==> src/shared/iprc_pkg.sv <==
// package for the interrupt priority configuration slice
// assumes a 16-bit register port with one-cycle read latency
package iprc_pkg;
   // ==========================================================
   // register map
   localparam logic [3:0] TMR_REG_ADDR = 4'h0;
   localparam logic [3:0] EXT_REG_ADDR = 4'h1;
   // ==========================================================
   // field positions
   localparam int EXT1_LSB = 0;
   localparam int CH3_LSB = 4;
   localparam int CH4_LSB = 8;
   localparam int TMR4_LSB = 12;
   localparam int PRIO_W = 3;
   // ==========================================================
   // reset value, off level and source count
   localparam logic [2:0] PRIO_RESET = 3'h4;
   localparam logic [2:0] PRIO_OFF = 3'h0;
   localparam int NUM_SRC = 4;
   // ==========================================================
   // per-source priority output and register bus bundle
   typedef struct packed {
      logic [2:0] level;
      logic enabled;
   } iprc_prio_t;
   typedef struct packed {
      logic [3:0] addr;
      logic [15:0] wdata;
      logic wr;
      logic rd;
   } iprc_bus_t;
endpackage : iprc_pkg

==> src/rtl/iprc_field.sv <==
// one 3-bit priority field with enable decode
// assumes the caller decodes the register address
`timescale 1ns/1ps
`default_nettype none
module iprc_field (
   input wire logic i_sys_clk,
   input wire logic i_rst_n,
   input wire logic i_we,
   input wire logic [2:0] i_wdata,
   output logic [2:0] o_level,
   output iprc_pkg::iprc_prio_t o_prio
);
   // ==========================================================
   // storage
   // reset to level 4
   always_ff @(posedge i_sys_clk or negedge i_rst_n) begin
      if (!i_rst_n) begin
         o_level <= iprc_pkg::PRIO_RESET;
      end else if (i_we) begin
         o_level <= i_wdata;
      end
   end
   // ==========================================================
   // decoded view, registered so the top drives flops
   always_ff @(posedge i_sys_clk or negedge i_rst_n) begin
      if (!i_rst_n) begin
         o_prio <= '{level: iprc_pkg::PRIO_RESET, enabled: 1'b1};
      end else begin
         o_prio.level <= o_level;
         o_prio.enabled <= (o_level != iprc_pkg::PRIO_OFF);
      end
   end
endmodule : iprc_field
`default_nettype wire

==> src/rtl/iprc_regs.sv <==
// priority configuration registers: timer4/compare and external int 1
// assumes a simple synchronous register port, master never waits
//
// Added by the designer: strobed register access and the address map.
`timescale 1ns/1ps
`default_nettype none
module iprc_regs (
   input wire logic i_sys_clk,
   input wire logic i_rst_n,
   input wire logic [3:0] i_addr,
   input wire logic [15:0] i_wdata,
   input wire logic i_wr,
   input wire logic i_rd,
   output logic [15:0] o_rdata,
   output iprc_pkg::iprc_prio_t [3:0] o_prio,
   output logic [1:0] o_max_src
);
   // ==========================================================
   // field table: 0 ext1, 1 ch3, 2 ch4, 3 timer4
   localparam int LSB [4] = '{iprc_pkg::EXT1_LSB, iprc_pkg::CH3_LSB,
                              iprc_pkg::CH4_LSB, iprc_pkg::TMR4_LSB};
   // owning register of each field, same order as the table above
   localparam logic [3:0] REG_OF [4] = '{iprc_pkg::EXT_REG_ADDR, iprc_pkg::TMR_REG_ADDR,
                                        iprc_pkg::TMR_REG_ADDR, iprc_pkg::TMR_REG_ADDR};
   logic [2:0] level [4];
   logic [3:0] we;
   logic hit_ext;
   logic hit_tmr;

   // ==========================================================
   // elaboration checks
   // port widths are fixed at four fields of three bits each
   if (iprc_pkg::NUM_SRC != 4) begin : g_bad_num
      $error("iprc_regs needs exactly four priority fields");
   end
   if (iprc_pkg::PRIO_W != 3) begin : g_bad_width
      $error("iprc_regs needs three-bit priority fields");
   end
   // one shared index would alias every field
   if (iprc_pkg::EXT_REG_ADDR == iprc_pkg::TMR_REG_ADDR) begin : g_bad_addr
      $error("register indices must differ");
   end
   // fields of the shared register must not overlap
   if ((iprc_pkg::CH4_LSB < iprc_pkg::CH3_LSB + iprc_pkg::PRIO_W) ||
       (iprc_pkg::TMR4_LSB < iprc_pkg::CH4_LSB + iprc_pkg::PRIO_W)) begin : g_bad_overlap
      $error("priority fields overlap");
   end
   for (genvar k = 0; k < 4; k++) begin : g_chk_fld
      if (LSB[k] + iprc_pkg::PRIO_W > 16) begin : g_bad_pos
         $error("priority field runs past bit 15");
      end
   end

   // ==========================================================
   // address decode
   // any other index hits neither register: writes drop, reads give zero
   assign hit_ext = (i_addr == iprc_pkg::EXT_REG_ADDR);
   assign hit_tmr = (i_addr == iprc_pkg::TMR_REG_ADDR);

   genvar g;
   generate
      for (g = 0; g < iprc_pkg::NUM_SRC; g++) begin : g_fld
         // written only through its own register
         assign we[g] = i_wr && (i_addr == REG_OF[g]);
         iprc_field u_fld (
            .i_sys_clk(i_sys_clk),
            .i_rst_n(i_rst_n),
            .i_we(we[g]),
            .i_wdata(i_wdata[LSB[g] +: iprc_pkg::PRIO_W]),
            .o_level(level[g]),
            .o_prio(o_prio[g])
         );
      end
   endgenerate

   // ==========================================================
   // read port, one cycle latency
   logic [15:0] img_ext;
   logic [15:0] img_tmr;
   logic [15:0] rd_d;
   // bits outside the fields stay zero
   always_comb begin
      img_ext = 16'h0000;
      img_tmr = 16'h0000;
      for (int i = 0; i < iprc_pkg::NUM_SRC; i++) begin
         if (REG_OF[i] == iprc_pkg::EXT_REG_ADDR) begin
            img_ext[LSB[i] +: iprc_pkg::PRIO_W] = level[i];
         end else begin
            img_tmr[LSB[i] +: iprc_pkg::PRIO_W] = level[i];
         end
      end
   end

   // unmapped index reads zero
   always_comb begin
      rd_d = 16'h0000;
      if (hit_ext) begin
         rd_d = img_ext;
      end else if (hit_tmr) begin
         rd_d = img_tmr;
      end
   end

   always_ff @(posedge i_sys_clk or negedge i_rst_n) begin
      if (!i_rst_n) begin
         o_rdata <= 16'h0000;
      end else if (i_rd) begin
         o_rdata <= rd_d;
      end else begin
         o_rdata <= 16'h0000;
      end
   end

   // ==========================================================
   // highest enabled source, lowest index wins ties
   logic [1:0] best_d;
   logic [2:0] best_lvl;
   always_comb begin
      best_d = 2'h0;
      best_lvl = 3'h0;
      for (int i = 0; i < iprc_pkg::NUM_SRC; i++) begin
         // a zero field never beats the start value
         if (level[i] > best_lvl) begin
            best_lvl = level[i];
            best_d = 2'(i);
         end
      end
   end

   always_ff @(posedge i_sys_clk or negedge i_rst_n) begin
      if (!i_rst_n) begin
         o_max_src <= 2'h0;
      end else begin
         o_max_src <= best_d;
      end
   end
endmodule : iprc_regs
`default_nettype wire

==> config.mk <==
export PLATFORM = sky130hd
export DESIGN_NAME = iprc_regs
export DESIGN_NICKNAME = d
export VERILOG_FILES = /design/src/shared/iprc_pkg.sv /design/src/rtl/iprc_field.sv /design/src/rtl/iprc_regs.sv
export SDC_FILE = /design/constraint.sdc
export NUM_CORES = 1
export LEC_CHECK = 0
export ABC_AREA = 1
export BUFFER_PORTS_ARGS = -buffer_cell sky130_fd_sc_hd__buf_4
export CAP_MARGIN = 10
export CORE_UTILIZATION = 53
export CTS_CLUSTER_SIZE = 14
export DETAILED_ROUTE_END_ITERATION = 8
export GPL_ROUTABILITY_DRIVEN = 0
export GPL_TIMING_DRIVEN = 1
export PLACE_DENSITY = 0.83
export SYNTH_ARGS = -nofsm -noshare
export SYNTH_HDL_FRONTEND = slang
export SYNTH_HIERARCHICAL = 1
export SYNTH_SLANG_ARGS = --single-unit
==> constraint.sdc <==
create_clock -name i_sys_clk -period 6.9 [get_ports i_sys_clk]
set_input_delay 1.38 -clock i_sys_clk [delete_from_list [all_inputs] [get_ports i_sys_clk]]
set_output_delay 1.38 -clock i_sys_clk [all_outputs]
set_load 0.02 [all_outputs]
# [Word level (Yosys, flattened, before mapping)]
# Index checks and enable logic that the tools add are counted.
[op_classes] addsub=0 multipliers=0 div=0 n_lt_le_gt_ge=4 eq_ne=1 shift=0 n_mux=9 bitwise_logic=0 reduce_logical=7
[ops] cell="$mux W16" count=2
[ops] cell="$mux W15" count=1
[ops] cell="$reduce_bool A3 Y1" count=4
[ops] cell="$gt A3 B3 Y1" count=3
[ops] cell="$mux W3" count=3
[ops] cell="$eq A4 B1 Y1 const B" count=1
[ops] cell="$logic_not A4 Y1" count=1
[ops] cell="$mux W2" count=2
[ops] cell="$gt A3 B1 Y1 const B" count=1
[ops] cell="$logic_and A1 B1 Y1" count=2
[ops] cell="$mux W1" count=1
[totals] regBits=46 latch_bits=0 mem_bits_rw=0 mem_bits_ro=0 input_bits=24 output_inout_bits=34 word_cells=35 n_memories=0

# [Longest topological paths before layout]
[logic_depth] ltp_word=8 mapped_depth=19 mapped_depth_nobuf=19

# [Modules after synthesis]
# The synthesis kept the hierarchy.
[by_module_without_submodules] mod="iprc_field" instances=4 cells_each=20 area_each_um2=227.7 seq_area_each_um2=178.9
[by_module_without_submodules] mod="iprc_regs" instances=1 cells_each=99 area_each_um2=822.0 seq_area_each_um2=350.3

# [Worst setup path after synthesis]
# OpenSTA, ideal clock, no wires.
[synth_timing] kind="register -> register" from="register g_fld[0].u_fld.o_level[2]" to="register o_max_src[0]" setup_ps=118 arrival_time_ps=2714 required_ps=6782 slack_ps=4069 path_stages_with_launch=19 path_buffers=0 synth_period_minus_slack_ps=2831 path_cell_list="dfstp_2 inv_1 ha_1 a21oi_2 nand2_2 nand2_1 nand2_1 and2_1 ha_1 nand2_1 o21ai_2 inv_1 nand2_2 nand2_1 ha_1 a21oi_1 o21ai_0 nand2_1 nand2_1"
[synth_via] elab_chain_cells=8 elab_cells_between_ends=10 cone_classes="4 x order compare; 6 x mux"
[synth_rtl] item="start, declared" line_no="iprc_field.sv:10" rtl="output logic [2:0] o_level,"
[synth_rtl] item="start signal, assigned" line_no="iprc_field.sv:18" rtl="o_level <= iprc_pkg::PRIO_RESET;"
[synth_rtl] item="start signal, assigned" line_no="iprc_field.sv:20" rtl="o_level <= i_wdata;"
[synth_rtl] item="$gt A3 B1 Y1" line_no="iprc_regs.sv:123" rtl="if (level[i] > best_lvl) begin"
[synth_rtl] item="$mux W3 (*)" line_no="iprc_regs.sv:123"
[synth_rtl] item="$gt A3 B3 Y1" line_no="iprc_regs.sv:123"
[synth_rtl] item="$mux W3" line_no="iprc_regs.sv:123"
[synth_rtl] item="$gt A3 B3 Y1" line_no="iprc_regs.sv:123"
[synth_rtl] item="$mux W3" line_no="iprc_regs.sv:123"
[synth_rtl] item="$gt A3 B3 Y1" line_no="iprc_regs.sv:123"
[synth_rtl] item="$mux W2 (*)" line_no="iprc_regs.sv:123"
[synth_rtl] item="net best_d[0]" line_no="iprc_regs.sv:116" rtl="logic [1:0] best_d;"
[synth_rtl] item="end signal, assigned" line_no="iprc_regs.sv:134" rtl="o_max_src <= best_d;"
[synth_rtl] item="end, declared" line_no="iprc_regs.sv:16" rtl="output logic [1:0] o_max_src"
# The timed path passes the listed nets; every way through them passes the cells marked *.
# A chain may end at the register's enable or synchronous reset.

# [Worst setup path after layout]
# Same ends and word-level chain as after synthesis.

==> results.md <==
* Grt peak-use layer: met2
* DR DRC count at 0
* GR Util met2 at 34.99%
* Hold_buf cts at 0
* Clk pin slew, worst setup/hold paths at 100 ps
* Met1 Usage GRT at 22.61%
* Peak VDD IR at 0.0001737 V
* # resized after CTS at 0
* Final period utilization at 45.06%
* CP endpoint kind: flip-flop
* Path depth of the worst reg2reg path at 18
* Distinct cell type count after synthesis at 20
* Inst Count DP at 270
* Seq cells post-synth at 42
* Clock power share at 14.4%
* Share of cells above drive strength 1 at 33.05%
* Wirelength per Cell at 10.49 microns
* Final Max Tran Viols at 0
* Vias in the first global route at 1204
* Largest net degree at the start of global routing at 43
* Slew @ Worst Pin at 940.6 ps
* Die ar. at 3502 sq um
* P per Cell Area at 334.2 nW/um^2
* Initial core utilization at 56.30%
* P_int at 459.7 uW
* DRT antenna net count at 0
* Seq/Total Area, Yosys at 61.52%
* CTS tree: done
* Net Switching at 268.3 uW
* Htree depth at 2
* Hold_sp: g_fld[2].u_fld/o_level[2]
* Num ports at 58
* End of the worst hold path: g_fld[2].u_fld/o_prio[3]
* Antenna violations before repair at 0
* WS Path Type: flip-flop to flip-flop
* R2r startpoint: g_fld[0].u_fld/o_level[2]
* Core area at 3078 sq um
* CP startpoint kind: flip-flop
* Max Clk Rate at 0.3216 GHz
* GRT Util Overall at 19.97%
* Max-slew headroom at 37.06%
* Clock tree buffer depth at 2
* Clock Sinks at 42
* Buffers added on ports at 49
* Nets@finish at 266
* Gate power share at 40.4%
* R2R setup slack at 3790 ps
* Clock Skew at 3.744 ps
* LEAKAGE at 1.176 nW
* Cells after Synth at 179
* Pre-Repair DR Iteration Count at 4
* Max_cap viols at 0
* Global route overflow at 0
* Cell Count, Final, Fillers Out at 277
* CTS Root Cell: clkbuf_4
* First-pass GRT wire length at 5050 microns
* Via density at 4.664
* Chip Height at 59.18 microns
* Detailed Route Iter0 Violations at 22
* Rows at 20
* Clk_lat worst skew at 330 ps
* RSZ-0062 raised after global routing: no
* Num CTS Buffers at 5
* WP data arrival at 3390 ps
* Post-CTS setup buffers at 0
* Final Hold Fails at 0
* Critical R2R Capture: o_max_src[0]
* Hold Crit Depth at 0
* Area grow syn2layout at 25.70%
* GR Util met3 at 6.550%
* Placed wire-length estimate at 2199 microns
* Post-route minimum period at 3109 ps
* Vias after detailed routing at 1292
* Syn Area/Cell at 9.681 sq um
* CP required at 7180 ps
* Status: finished, final reports clean
* Worst Hold Class: flip-flop to flip-flop
* Routed WL at 2907 microns
* Setup TNS at 0 ps
* Sequential fraction of design power at 45.2%
* Final setup viols at 0
* Switching share of power at 36.85%
* Antenna cell count at 0
* Largest fanout on the critical path at 6
* Synthesized area at 1733 sq um
* Die width at 59.18 microns
* Synth Warn # at 6
final cells by class:
type                    count  area, sq um
fillers                   267        899.6
well taps                  44        55.05
repair buffers             49        367.9
inverters                  24        90.09
clock buffers               7        45.04
flip-flops and latches     42         1066
multi-input cells         111        554.3
cells by family (layout without fill, tap and decap cells):
logic type      after synthesis  in the layout  synth area share, %
compound gates                6              6                2.383
fa+ha+maj                     9              9                6.498
buf+inv                      29             80                7.148
flops                        42             42                61.52
other cells                   1              4               0.2164
simple gates                 92             92                22.24
layout by cell type (no fill, tap or decap):
cell      count
ha_1          9
nor3_1        3
nand3_1      11
nor2_1       17
nand3b_1      1
nand3_2       1
conb_1        4
buf_4        49
o21ai_2       2
inv_1        20
and2_1        2
a21oi_2       1
clkbuf_4      5
o21ai_0       1
clkbuf_1      2
dfstp_2      12
dfrtp_1      30
inv_2         4
a21oi_1       2
nand2_1      54
nand2_2       3
synthesized netlist by cell type:
master / n / area (sq um)
nand2_1: 54 / 202.7
dfrtp_1: 30 / 750.7
inv_1: 20 / 75.07
nor2_1: 17 / 63.81
dfstp_2: 12 / 315.3
nand3_1: 11 / 55.05
ha_1: 9 / 112.6
buf_4: 4 / 30.03
inv_2: 4 / 15.01
nand2_2: 3 / 18.77
nor3_1: 3 / 15.01
a21oi_1: 2 / 10.01
and2_1: 2 / 12.51
o21ai_2: 2 / 17.52
a21oi_2: 1 / 8.760
clkbuf_1: 1 / 3.750
conb_1: 1 / 3.750
nand3_2: 1 / 10.01
nand3b_1: 1 / 7.510
o21ai_0: 1 / 5.000
worst max-delay path by stage:
stage,startpoint,slack [ps],end
after floorplan,g_fld[0].u_fld/o_level[2],4070,o_max_src[0]
after global placement,g_fld[0].u_fld/o_level[2],3890,o_max_src[1]
after detailed placement,g_fld[0].u_fld/o_level[2],3830,o_max_src[0]
after CTS,g_fld[0].u_fld/o_level[2],3800,o_max_src[0]
after global routing,g_fld[0].u_fld/o_level[2],3520,o_max_src[0]
final,g_fld[0].u_fld/o_level[2],3790,o_max_src[0]
stage by stage:
step | worst slack (ps) | util, % | hold WS [ps] | power [mW] | area [sq um]
2_1_floorplan | 4069 | - | 375.7 | 0.5367 | 1744
3_3_place_gp | 3885 | 69.31 | 385.3 | 0.6177 | 2133
5_1_grt | 3516 | 70.77 | 405.3 | 0.7910 | 2178
6_report | 3791 | 70.77 | 397.2 | 0.7280 | 2178
3_5_place_dp | 3826 | 69.31 | 383.0 | 0.6292 | 2133
4_1_cts | 3798 | 70.77 | 398.3 | 0.7362 | 2178
power groups by stage:
stage / logic, mW / registers [mW] / clock network, mW
3_5_place_dp: 0.295 / 0.335 / 0
3_3_place_gp: 0.285 / 0.333 / 0
6_report: 0.294 / 0.329 / 0.105
5_1_grt: 0.333 / 0.335 / 0.122
4_1_cts: 0.296 / 0.330 / 0.110
2_1_floorplan: 0.171 / 0.366 / 0
worst max-delay path, stage by stage (launching register included):
cell and delay, ps:
dfstp_2 600, inv_1 80, ha_1 340, a21oi_2 150, nand2_2 110, nand2_1 90, nand2_1 60, and2_1 150
ha_1 290, nand2_1 60, o21ai_2 210, nand2_2 120, nand3_1 110, nand2_1 60, ha_1 290, nand2_1 50
o21ai_0 140, nand2_1 90, nand2_1 70
per-layer routing:
metal  routed length (microns)  share of wire (%)
met1                      1184                 41
met2                      1512                 52
met3                       163                5.6
met4                        48                1.7
met5                         0                  0
sequential cells by signal, indices dropped and copies added (netlist names):
signal,flops
o_rdata,12
g_fld.u_fld/o_prio,16
o_max_src,2
g_fld.u_fld/o_level,12
(Power assumes the default switching activity.)
